===== config.mk =====
export PLATFORM = sky130hd
export DESIGN_NAME = omc_mode_ctrl
export DESIGN_NICKNAME = d
export VERILOG_FILES = /design/src/shared/omc_pkg.sv /design/src/rtl/omc_sync.sv /design/src/rtl/omc_mode_ctrl.sv
export SDC_FILE = /design/constraint.sdc
export NUM_CORES = 1
export LEC_CHECK = 0
export BUFFER_PORTS_ARGS = -buffer_cell sky130_fd_sc_hd__buf_2
export CORE_ASPECT_RATIO = 1.25
export CORE_MARGIN = 3
export CORE_UTILIZATION = 58
export CTS_CLUSTER_DIAMETER = 80
export CTS_CLUSTER_SIZE = 12
export DETAILED_ROUTE_END_ITERATION = 7
export PLACE_DENSITY_LB_ADDON = 0.3
export SLEW_MARGIN = 25
export SYNTH_ARGS = -nofsm -noshare
export SYNTH_HDL_FRONTEND = slang
export SYNTH_SLANG_ARGS = --single-unit
export TNS_END_PERCENT = 100

===== constraint.sdc =====
create_clock -name clock -period 3.05 [get_ports clock]
set_input_delay 0.61 -clock clock [delete_from_list [all_inputs] [get_ports clock]]
set_output_delay 0.61 -clock clock [all_outputs]
set_load 0.1 [all_outputs]

===== src/shared/omc_pkg.sv =====
package omc_pkg;
  // Clock
  localparam int CLK_PERIOD_NS = 4;

  // Operating modes
  typedef enum logic [2:0] {
    OMC_OFF = 3'b000,
    OMC_RESET = 3'b001,
    OMC_OVERTEMP = 3'b010,
    OMC_FORCED_NORMAL = 3'b011,
    OMC_STANDBY = 3'b100,
    OMC_NORMAL = 3'b101
  } omc_mode_e;

  // Register addresses
  localparam logic [6:0] ADDR_MODE_CONTROL = 7'h01;
  localparam logic [6:0] ADDR_MAIN_STATUS = 7'h03;
  localparam logic [6:0] ADDR_EVENT_STATUS = 7'h04;
  localparam logic [6:0] ADDR_WDOG_STATUS = 7'h05;
  localparam logic [6:0] ADDR_CAN_CONTROL = 7'h20;
  localparam logic [6:0] ADDR_IDENT = 7'h7e;
  localparam logic [6:0] ADDR_NV_BOOT_CONFIG = 7'h74;
  localparam logic [6:0] ADDR_NV_BASE = 7'h70;

  // Mode control field
  localparam logic [2:0] MODE_CODE_STANDBY = 3'h4;
  localparam logic [2:0] MODE_CODE_NORMAL = 3'h7;
  localparam int MODE_FIELD_LSB = 0;

  // Main status fields
  localparam int MS_WARN_STATE_BIT = 6;
  localparam int MS_NOT_NORMAL_BIT = 5;

  // Event status fields (flags write 1 to clear; bit 7 is the enable)
  localparam int EV_WARN_EVENT_BIT = 0;
  localparam int EV_WAKE_PENDING_BIT = 1;
  localparam int EV_WARN_EVENT_EN_BIT = 7;

  // Nonvolatile boot config
  localparam int NV_FORCED_NORMAL_BIT = 0;
  localparam logic [7:0] NV_BOOT_RESET = 8'h01;

  // CAN mode field
  localparam logic [1:0] CAN_MODE_OFFLINE = 2'h0;
  localparam logic [1:0] CAN_MODE_LISTEN = 2'h3;

  // Reset cause codes
  localparam logic [4:0] CAUSE_POWER_ON = 5'h00;
  localparam logic [4:0] CAUSE_WDOG_EARLY = 5'h0e;
  localparam logic [4:0] CAUSE_WDOG_OVERFLOW = 5'h0f;
  localparam logic [4:0] CAUSE_WDOG_ILLEGAL = 5'h10;
  localparam logic [4:0] CAUSE_EXTERNAL = 5'h11;
  localparam logic [4:0] CAUSE_OVERTEMP_EXIT = 5'h12;
  localparam logic [4:0] CAUSE_UNDERVOLT = 5'h13;

  // Identification value, arbitrary
  localparam logic [7:0] IDENT_VALUE = 8'h5a;
endpackage


===== src/rtl/omc_sync.sv =====
`timescale 1ns/1ns
`default_nettype none
module omc_sync #(
  parameter int W = 1
) (
  // Clock and reset
  input wire logic clock,
  input wire logic reset_line_n,
  // Data
  input wire logic [W-1:0] async_in,
  output logic [W-1:0] sync_out
);
  logic [W-1:0] stage1;

  always_ff @(posedge clock) begin
    if (!reset_line_n) begin
      stage1 <= '0;
      sync_out <= '0;
    end else begin
      stage1 <= async_in;
      sync_out <= stage1;
    end
  end
endmodule
`default_nettype wire


===== src/rtl/omc_mode_ctrl.sv =====
// Notes on behaviour
// - Reset mode holds reset line low for set time; SPI, watchdog, CAN receive off.
// - Any reset event from any mode but Off and Overtemp enters Reset mode.
// - Reset mode exits to Standby when reset line reads high, unless forced-normal.
// - With forced-normal config 1, Reset mode exits to Forced Normal.
// - Reset entered by regulator undervoltage stays until regulator recovers.
// - SPI accesses within the post-reset wait are silently ignored.
// - Off mode keeps only power-on detection running; battery-off enters Off.
// - Power-on detection starts init, then Off moves to Reset after start-up time.
// - Overtemperature activation enters Overtemp at once from any mode but Off.
// - Warning sets warning state; event flag captured when enable is 1.
// - Overtemp detects no wake-ups; pending wake keeps receive output low.
// - Overtemp switches regulator and CAN off, reset low after delay.
// - Overtemp exits to Reset on release, to Off on battery-off.
// - Forced Normal disables watchdog, keeps regulator and CAN active.
// - Forced-normal bit defaults 1, lives at 74h; 0 stops Forced Normal boot.
// - Reset from Forced Normal keeps transmitter on unless undervoltage.
// - Reset entered from Forced Normal returns to Forced Normal.
// - Forced Normal reads only main and watchdog status, ident, NV; NV writes while factory state.
// - Mode field at 01h: 100 is Standby, 111 is Normal.
// - Normal CAN mode from field; receive carries bus for codes 01/10/11.
// - Watchdog window behaviour allowed only in Normal mode.
// - Main status shows warning state, Normal-entered flag, last reset cause.
// - Code 111 moves Standby to Normal; code 100 moves Normal to Standby.
// - Reset cause codes as defined for each reset source.
// - A pending wake-up event forces receive output low while CAN receive is off, except in Off mode.
`timescale 1ns/1ns
`default_nettype none
module omc_mode_ctrl #(
  parameter int T_STARTUP_NS = 20000,
  parameter int T_RESET_HOLD_NS = 20000,
  parameter int T_SPI_WAIT_NS = 20000,
  parameter int T_UVD_DELAY_NS = 20000
) (
  // Clock and reset
  input wire logic clock,
  input wire logic reset_line_n,
  // Analog detectors, asynchronous
  input wire logic power_on_det,
  input wire logic power_off_det,
  input wire logic overtemp_act,
  input wire logic overtemp_rel,
  input wire logic overtemp_warn,
  input wire logic reg_undervolt,
  input wire logic wake_event,
  input wire logic can_rx_bus,
  // Reset line pin
  input wire logic reset_line_n_in,
  output logic reset_line_n_out,
  output logic reset_line_n_oe,
  // Watchdog reset events, same clock
  input wire logic wdog_early_trig,
  input wire logic wdog_overflow,
  input wire logic wdog_illegal_access,
  // Register access
  input wire logic reg_sel,
  input wire logic reg_write,
  input wire logic [6:0] reg_addr,
  input wire logic [7:0] reg_wdata,
  output logic reg_ack,
  output logic [7:0] reg_rdata,
  // Function control
  output omc_pkg::omc_mode_e op_mode,
  output logic regulator_en,
  output logic spi_en,
  output logic wdog_en,
  output logic wdog_window_allow,
  output logic can_tx_en,
  output logic can_rx_en,
  output logic overtemp_det_en,
  output logic rxd
);
  import omc_pkg::*;

  localparam int STARTUP_CYC = (T_STARTUP_NS + CLK_PERIOD_NS - 1) / CLK_PERIOD_NS;
  localparam int HOLD_CYC = (T_RESET_HOLD_NS + CLK_PERIOD_NS - 1) / CLK_PERIOD_NS;
  localparam int SPI_WAIT_CYC = (T_SPI_WAIT_NS + CLK_PERIOD_NS - 1) / CLK_PERIOD_NS;
  localparam int UVD_CYC = (T_UVD_DELAY_NS + CLK_PERIOD_NS - 1) / CLK_PERIOD_NS;
  localparam logic [23:0] STARTUP_LAST = 24'(STARTUP_CYC - 1);
  localparam logic [23:0] HOLD_LAST = 24'(HOLD_CYC - 1);
  localparam logic [23:0] SPI_WAIT_LAST = 24'(SPI_WAIT_CYC - 1);
  localparam logic [23:0] UVD_LAST = 24'(UVD_CYC - 1);

  logic [8:0] pins_sync;
  logic s_pon, s_poff, s_ot_act, s_ot_rel, s_warn, s_uv, s_wake, s_rx, s_rst_in;
  logic [23:0] timer;
  logic timer_done;
  logic [23:0] spi_wait;
  logic spi_quiet;
  logic entered_by_uv;
  logic from_forced;
  logic [4:0] reset_cause;
  logic not_yet_normal;
  logic warn_prev;
  logic overtemp_warn_event;
  logic overtemp_warn_event_en;
  logic wake_pending;
  logic [7:0] nonvolatile_boot_config;
  logic nv_factory;
  logic [1:0] can_mode_sel;
  logic forced_normal_cfg;
  logic reset_event;
  logic [4:0] event_cause;
  logic ext_pulldown;
  logic access_ok;
  logic acc_wr;
  logic read_allowed;
  logic [7:0] next_rdata;
  logic mode_wr;
  omc_mode_e next_mode;

  // Pin levels cross into the clock domain before any use
  omc_sync #(.W(9)) u_sync (
    .clock(clock),
    .reset_line_n(reset_line_n),
    .async_in({power_on_det, power_off_det, overtemp_act, overtemp_rel, overtemp_warn,
               reg_undervolt, wake_event, can_rx_bus, reset_line_n_in}),
    .sync_out(pins_sync)
  );
  assign {s_pon, s_poff, s_ot_act, s_ot_rel, s_warn, s_uv, s_wake, s_rx, s_rst_in} = pins_sync;

  assign forced_normal_cfg = nonvolatile_boot_config[NV_FORCED_NORMAL_BIT];

  // Pull-down seen on the pin while this end is not driving it
  assign ext_pulldown = !s_rst_in && !reset_line_n_oe;

  // Reset events and their cause, undervoltage first
  always_comb begin
    reset_event = 1'b0;
    event_cause = CAUSE_EXTERNAL;
    if (op_mode != OMC_OFF && op_mode != OMC_OVERTEMP) begin
      if (s_uv) begin
        reset_event = 1'b1;
        event_cause = CAUSE_UNDERVOLT;
      end else if (op_mode != OMC_RESET) begin
        if (ext_pulldown) begin
          reset_event = 1'b1;
          event_cause = CAUSE_EXTERNAL;
        end else if (op_mode == OMC_STANDBY || op_mode == OMC_NORMAL) begin
          reset_event = wdog_early_trig | wdog_overflow | wdog_illegal_access;
          if (wdog_illegal_access) begin
            event_cause = CAUSE_WDOG_ILLEGAL;
          end else if (wdog_overflow) begin
            event_cause = CAUSE_WDOG_OVERFLOW;
          end else begin
            event_cause = CAUSE_WDOG_EARLY;
          end
        end
      end
    end
  end

  assign access_ok = reg_sel && spi_en && spi_quiet;
  assign acc_wr = access_ok && reg_write;
  assign mode_wr = acc_wr && reg_addr == ADDR_MODE_CONTROL && op_mode != OMC_FORCED_NORMAL;

  // Mode transitions
  always_comb begin
    next_mode = op_mode;
    if (s_poff) begin
      next_mode = OMC_OFF;
    end else begin
      unique case (op_mode)
        OMC_OFF: begin
          if (s_pon && timer_done) begin
            next_mode = OMC_RESET;
          end
        end
        OMC_OVERTEMP: begin
          if (s_ot_rel) begin
            next_mode = OMC_RESET;
          end
        end
        default: begin
          if (s_ot_act) begin
            next_mode = OMC_OVERTEMP;
          end else if (reset_event) begin
            next_mode = OMC_RESET;
          end else if (op_mode == OMC_RESET) begin
            if (timer_done && s_rst_in && !(entered_by_uv && s_uv)) begin
              if (forced_normal_cfg || from_forced) begin
                next_mode = OMC_FORCED_NORMAL;
              end else begin
                next_mode = OMC_STANDBY;
              end
            end
          end else if (mode_wr) begin
            if (op_mode == OMC_STANDBY &&
                reg_wdata[MODE_FIELD_LSB +: 3] == MODE_CODE_NORMAL) begin
              next_mode = OMC_NORMAL;
            end else if (op_mode == OMC_NORMAL &&
                         reg_wdata[MODE_FIELD_LSB +: 3] == MODE_CODE_STANDBY) begin
              next_mode = OMC_STANDBY;
            end
          end
        end
      endcase
    end
  end

  always_ff @(posedge clock) begin
    if (!reset_line_n) begin
      op_mode <= OMC_OFF;
    end else begin
      op_mode <= next_mode;
    end
  end

  // Shared timer restarts on every mode change
  always_ff @(posedge clock) begin
    if (!reset_line_n) begin
      timer <= 24'h000000;
    end else if (next_mode != op_mode || (op_mode == OMC_OFF && !s_pon)) begin
      timer <= 24'h000000;
    end else if (!timer_done) begin
      timer <= timer + 24'h000001;
    end
  end

  always_comb begin
    unique case (op_mode)
      OMC_OFF: timer_done = timer >= STARTUP_LAST;
      OMC_OVERTEMP: timer_done = timer >= UVD_LAST;
      default: timer_done = timer >= HOLD_LAST;
    endcase
  end

  // Reset history: cause, undervoltage origin, forced-normal origin
  always_ff @(posedge clock) begin
    if (!reset_line_n) begin
      reset_cause <= CAUSE_POWER_ON;
      entered_by_uv <= 1'b0;
      from_forced <= 1'b0;
    end else if (op_mode == OMC_OFF && next_mode == OMC_RESET) begin
      reset_cause <= CAUSE_POWER_ON;
      entered_by_uv <= 1'b0;
      from_forced <= 1'b0;
    end else if (op_mode == OMC_OVERTEMP && next_mode == OMC_RESET) begin
      reset_cause <= CAUSE_OVERTEMP_EXIT;
      entered_by_uv <= 1'b0;
      from_forced <= 1'b0;
    end else if (next_mode == OMC_RESET && reset_event) begin
      reset_cause <= event_cause;
      entered_by_uv <= event_cause == CAUSE_UNDERVOLT;
      if (op_mode != OMC_RESET) begin
        from_forced <= op_mode == OMC_FORCED_NORMAL;
      end
    end
  end

  // Post-reset quiet time for register access
  always_ff @(posedge clock) begin
    if (!reset_line_n) begin
      spi_wait <= 24'h000000;
    end else if (op_mode == OMC_RESET && next_mode != OMC_RESET) begin
      spi_wait <= SPI_WAIT_LAST;
    end else if (spi_wait != 24'h000000) begin
      spi_wait <= spi_wait - 24'h000001;
    end
  end
  assign spi_quiet = spi_wait == 24'h000000;

  // Normal-entered flag and warning capture
  always_ff @(posedge clock) begin
    if (!reset_line_n) begin
      not_yet_normal <= 1'b1;
    end else if (op_mode == OMC_OFF) begin
      not_yet_normal <= 1'b1;
    end else if (op_mode == OMC_NORMAL) begin
      not_yet_normal <= 1'b0;
    end
  end

  always_ff @(posedge clock) begin
    if (!reset_line_n) begin
      warn_prev <= 1'b0;
      overtemp_warn_event <= 1'b0;
    end else begin
      warn_prev <= s_warn;
      // Capture wins over a clear in the same cycle
      if (s_warn && !warn_prev && overtemp_warn_event_en && op_mode != OMC_OFF) begin
        overtemp_warn_event <= 1'b1;
      end else if (acc_wr && reg_addr == ADDR_EVENT_STATUS && reg_wdata[EV_WARN_EVENT_BIT]) begin
        overtemp_warn_event <= 1'b0;
      end
    end
  end

  // Wake-up latch; blind in Off and Overtemp, held through Overtemp, cleared in Off
  always_ff @(posedge clock) begin
    if (!reset_line_n) begin
      wake_pending <= 1'b0;
    end else if (s_wake && op_mode != OMC_OFF && op_mode != OMC_OVERTEMP) begin
      wake_pending <= 1'b1;
    end else if (acc_wr && reg_addr == ADDR_EVENT_STATUS && reg_wdata[EV_WAKE_PENDING_BIT]) begin
      wake_pending <= 1'b0;
    end else if (op_mode == OMC_OFF) begin
      wake_pending <= 1'b0;
    end
  end

  // Register writes
  always_ff @(posedge clock) begin
    if (!reset_line_n) begin
      overtemp_warn_event_en <= 1'b0;
      can_mode_sel <= CAN_MODE_OFFLINE;
      nonvolatile_boot_config <= NV_BOOT_RESET;
      nv_factory <= 1'b1;
    end else if (acc_wr) begin
      if (op_mode != OMC_FORCED_NORMAL && reg_addr == ADDR_EVENT_STATUS) begin
        overtemp_warn_event_en <= reg_wdata[EV_WARN_EVENT_EN_BIT];
      end
      if (op_mode != OMC_FORCED_NORMAL && reg_addr == ADDR_CAN_CONTROL) begin
        can_mode_sel <= reg_wdata[1:0];
      end
      if (reg_addr == ADDR_NV_BOOT_CONFIG &&
          (op_mode != OMC_FORCED_NORMAL || nv_factory)) begin
        nonvolatile_boot_config <= reg_wdata;
        nv_factory <= 1'b0;
      end
    end
  end

  // Reads, restricted in Forced Normal
  assign read_allowed = op_mode != OMC_FORCED_NORMAL || reg_addr == ADDR_MAIN_STATUS ||
                        reg_addr == ADDR_WDOG_STATUS || reg_addr == ADDR_IDENT ||
                        reg_addr >= ADDR_NV_BASE;

  always_comb begin
    next_rdata = 8'h00;
    if (read_allowed) begin
      unique case (reg_addr)
        ADDR_MODE_CONTROL:
          next_rdata = {5'h00, (op_mode == OMC_NORMAL) ? MODE_CODE_NORMAL : MODE_CODE_STANDBY};
        ADDR_MAIN_STATUS: begin
          next_rdata[MS_WARN_STATE_BIT] = s_warn;
          next_rdata[MS_NOT_NORMAL_BIT] = not_yet_normal;
          next_rdata[4:0] = reset_cause;
        end
        ADDR_EVENT_STATUS: begin
          next_rdata[EV_WARN_EVENT_BIT] = overtemp_warn_event;
          next_rdata[EV_WAKE_PENDING_BIT] = wake_pending;
          next_rdata[EV_WARN_EVENT_EN_BIT] = overtemp_warn_event_en;
        end
        ADDR_CAN_CONTROL: next_rdata = {6'h00, can_mode_sel};
        ADDR_IDENT: next_rdata = IDENT_VALUE;
        ADDR_NV_BOOT_CONFIG: next_rdata = nonvolatile_boot_config;
        default: next_rdata = 8'h00;
      endcase
    end
  end

  always_ff @(posedge clock) begin
    if (!reset_line_n) begin
      reg_ack <= 1'b0;
      reg_rdata <= 8'h00;
    end else begin
      // Early accesses get no answer at all, not an error
      reg_ack <= access_ok;
      if (access_ok && !reg_write) begin
        reg_rdata <= next_rdata;
      end
    end
  end

  // Per-mode gating
  assign reset_line_n_out = 1'b0;
  assign reset_line_n_oe = op_mode == OMC_OFF ||
                           (op_mode == OMC_RESET && !timer_done) ||
                           (op_mode == OMC_RESET && entered_by_uv && s_uv) ||
                           (op_mode == OMC_OVERTEMP && timer_done);
  assign regulator_en = op_mode != OMC_OFF && op_mode != OMC_OVERTEMP;
  assign overtemp_det_en = op_mode != OMC_OFF;
  assign spi_en = op_mode == OMC_FORCED_NORMAL || op_mode == OMC_STANDBY ||
                  op_mode == OMC_NORMAL;
  assign wdog_en = op_mode == OMC_STANDBY || op_mode == OMC_NORMAL;
  assign wdog_window_allow = op_mode == OMC_NORMAL;
  assign can_rx_en = op_mode == OMC_FORCED_NORMAL ||
                     (op_mode == OMC_NORMAL && can_mode_sel != CAN_MODE_OFFLINE);
  assign can_tx_en = op_mode == OMC_FORCED_NORMAL ||
                     (op_mode == OMC_RESET && from_forced && !s_uv) ||
                     (op_mode == OMC_NORMAL && can_mode_sel != CAN_MODE_OFFLINE &&
                      can_mode_sel != CAN_MODE_LISTEN);

  // Receive output: bus stream when receiving, high in Off, else low while a wake is pending
  always_comb begin
    if (can_rx_en) begin
      rxd = s_rx;
    end else if (op_mode == OMC_OFF) begin
      rxd = 1'b1;
    end else begin
      rxd = !wake_pending;
    end
  end
endmodule
`default_nettype wire


==> flow_summary_export.csv <==
group,metric,value,unit
timing,post-route-period-util,96.1,%
logic_synthesis,synth_warnings,0,
cells_and_area,multi_input_area,0.00238,mm^2
cells_and_area,nFillCells,596,
logic_synthesis,seq_area_frac_synth,44.6,%
logic_synthesis,synth_area_leaders,"dfxtp_1, nor2_1, a21oi_1",
cts,cts_hold_buf,0,
setup_path,startpoint_type,"flop",
floorplan,io-pin-count,53,
run_status,status,"finished clean",
cells_and_area,finalNetCount,593,
cells_and_area,insertedDiodeCount,0,
placed_design,numPortBuffers,51,
detailed_routing,wl_per_cell,15.5,um
timing,slew_headroom,46.3,%
placed_design,dp_hpwl,7060,um
placed_design,dp_cells,637,
logic_synthesis,yosys_register_bits,100,
floorplan,die_area,0.00883,mm^2
logic_synthesis,synth_edf_count,0,
timing,hold_viol,0,
logic_synthesis,yosysMostFrequentCell,"dfxtp_1",
detailed_routing,drc,0,
cells_and_area,syn_to_final_growth,16.0,%
logic_synthesis,postSynthAreaPerCell,8.81,um^2
floorplan,coreArea,0.00744,mm^2
cts,clkLatencyLatePin,0.37,ns
timing,drv_slew,0,
setup_path,timing.rr.start,"spi_wait[0]",
floorplan,die_h,104,um
setup_path,required,3.32,ns
setup_path,startpoint,"spi_wait[0]",
cells_and_area,instances_no_fill,657,
cts,cts_buffer_depth,2,
cells_and_area,fin_util,69.9,%
floorplan,rows,35,
setup_path,arrival,3.20,ns
placed_design,place.gp.congestion,0.891,
timing,setup_viol,0,
power,p_leak,2.16,nW
flow_run,maxCapViolations,0,
logic_synthesis,synthArstFlopShare,0,%
grt,antenna_found_initial,0,
logic_synthesis,syn_nets,542,
cells_and_area,drive_gt1_share,18.6,%
detailed_routing,drtAntennaViolNets,0,
timing,layout_setup_ws,0.119,ns
logic_synthesis,synth_top_area_cell,"dfxtp_1",
power,power,3.38,mW
logic_synthesis,netlist.area_leader.share,44.6,%
logic_synthesis,synth.distinct_cells,58,
logic_synthesis,syn_area,0.00449,mm^2
grt,grt_pass1_vias,3673,
cells_and_area,regArea,0.00201,mm^2
timing,period_needed,2.93,ns
hold_path,min-delay-start,"reg_undervolt",
grt,grt.total_usage,23.0,%
floorplan,die_x,84.7,um
cts,clock-root-buffer,"clkbuf_8",
timing,fin_skew,0.0149,ns
grt,grt_max_degree,32,
placed_design,pre_cts_slack,0.122,ns
grt,grt_pass1_wl,16800,um
detailed_routing,vias_per_cell,5.90,
setup_path,end_kind,"flop",
logic_synthesis,yosys_most_used_dff,"dfxtp_1",
logic_synthesis,syn_inst,509,
setup_path,worstPathMaxFanout,12,
grt,grt-ovfl-total,0,
logic_synthesis,netlist_top_cells_count,"dfxtp_1, nor2_1, nand2_1",
power,power_density,650,mW/mm^2
setup_path,path_class,"reg2reg",
cts,cts.sinks,100,
detailed_routing,firstDrtPassIters,7,
floorplan,start_util,60.3,%
cts,htreeDepth,3,
detailed_routing,drt_iter0_drc,268,
cts,cts_tree,"built",
hold_path,min_path_type,"in2reg",
cts,clk_pin_slew,0.10,ns
power,ir_worst_vdd,0.508,mV
cts,cts_buffers,9,
timing,fmax,341,MHz
timing,tightest_slew,0.805,ns
detailed_routing,routed_wl,10200,um
detailed_routing,vias,3876,
## through the flow
stage / hold slack (ns) / cell area, um^2 / setup TNS, ns
floorplan: 0.412 / 4530 / 0
global route: 0.428 / 5200 / -0.334
detailed placement: 0.423 / 4870 / 0
global placement: 0.414 / 4870 / 0
CTS: 0.422 / 5110 / 0
finish: 0.432 / 5200 / 0
## routing by layer
| metal | vias up | global-route usage, % | share of wire (%) |
|---|---|---|---|
| li1 | 1914 | - | - |
| met1 | 1819 | 28.4 | 42 |
| met2 | 124 | 38.6 | 50 |
| met3 | 19 | 4.91 | 5.9 |
| met4 | 0 | 9.39 | 2.1 |
| met5 | - | 0 | 0 |
## layout by cell type, fill, tap and decap left out, drive strengths merged, types with 3 or more instances in the layout
cell and instances:
and3 6, nor3 29, nor2b 7, nor2 57, o31ai 5, clkbuf 12
a21oi 30, nand4 10, inv 13, or3 8, nand3b 3, nand3 12
and2 23, xor2 15, dfxtp 100, buf 61, a211oi 6, or4 4
nor3b 13, a221oi 6, nand2 35, o21ai 16, or2 5, mux2i 14
nand2b 4, nor4 11, xnor2 16, bufinv 3, a31oi 4, and4 5
## registers in the layout, summed over array words and instances (netlist names)
name	flops
reg_ack	1
warn_prev	1
can_mode_sel	2
op_mode	3
u_sync.sync_out	9
overtemp_warn_event_en	1
u_sync.stage1	9
wake_pending	1
entered_by_uv	1
not_yet_normal	1
reg_rdata	8
nonvolatile_boot_config	8
timer	24
from_forced	1
nv_factory	1
overtemp_warn_event	1
spi_wait	24
reset_cause	4
## cell families after synthesis
group | count (synthesis) | synth area share [%]
AO/OA/AOI/OAI | 87 | 13.2
XOR/XNOR | 31 | 6.05
adder cells (fa/ha/maj) | 2 | 0.558
buffers and inverters | 35 | 3.43
flip-flops | 100 | 44.6
multiplexers | 16 | 3.63
other | 1 | 0.0836
AND/OR/NAND/NOR | 237 | 28.4
## critical path, cell delays in order (launching register included)
cell and delay, ns:
dfxtp_1 0.34, inv_1 0.06, ha_1 0.19, or4b_4 0.51, nor4_4 0.41, nand4_1 0.21, o41ai_4 0.41, a21oi_2 0.12
o31ai_4 0.19, buf_6 0.16, clkbuf_16 0.16, nor3_1 0.05
## path summary, 6_finish.rpt
kind,slack (ns),depth (start not counted),endpoint
worst max-delay path,0.12,11,timer[9]
worst min-delay path,0.43,2,u_sync.stage1[3]
worst max register to register,0.12,11,timer[9]
worst min register to register,0.44,1,u_sync.sync_out[0]
## final cells by class
type	instances	share of cell area (%)
inverters	12	1.03
clock inverters	6	2.24
clock buffers	10	2.45
multi-input cells	374	45.8
flip-flops and latches	100	38.6
well taps	92	2.21
repair buffers	63	7.67
## repair_timing
| action | 4_1_cts | 5_1_grt |
|---|---|---|
| buffers inserted | 0 | 2 |
| gates resized for setup | 0 | 6 |
| endpoints found under the setup margin | 0 | 24 |
## where the power goes
group / leakage [nW] / switching (mW) / internal, mW
logic: 1.22 / 0.458 / 0.377
clock network: 0.122 / 0.473 / 0.554
registers: 0.814 / 0.0997 / 1.42
total: 2.16 / 1.03 / 2.35
Note: power is estimated with default switching activity, not from simulation.
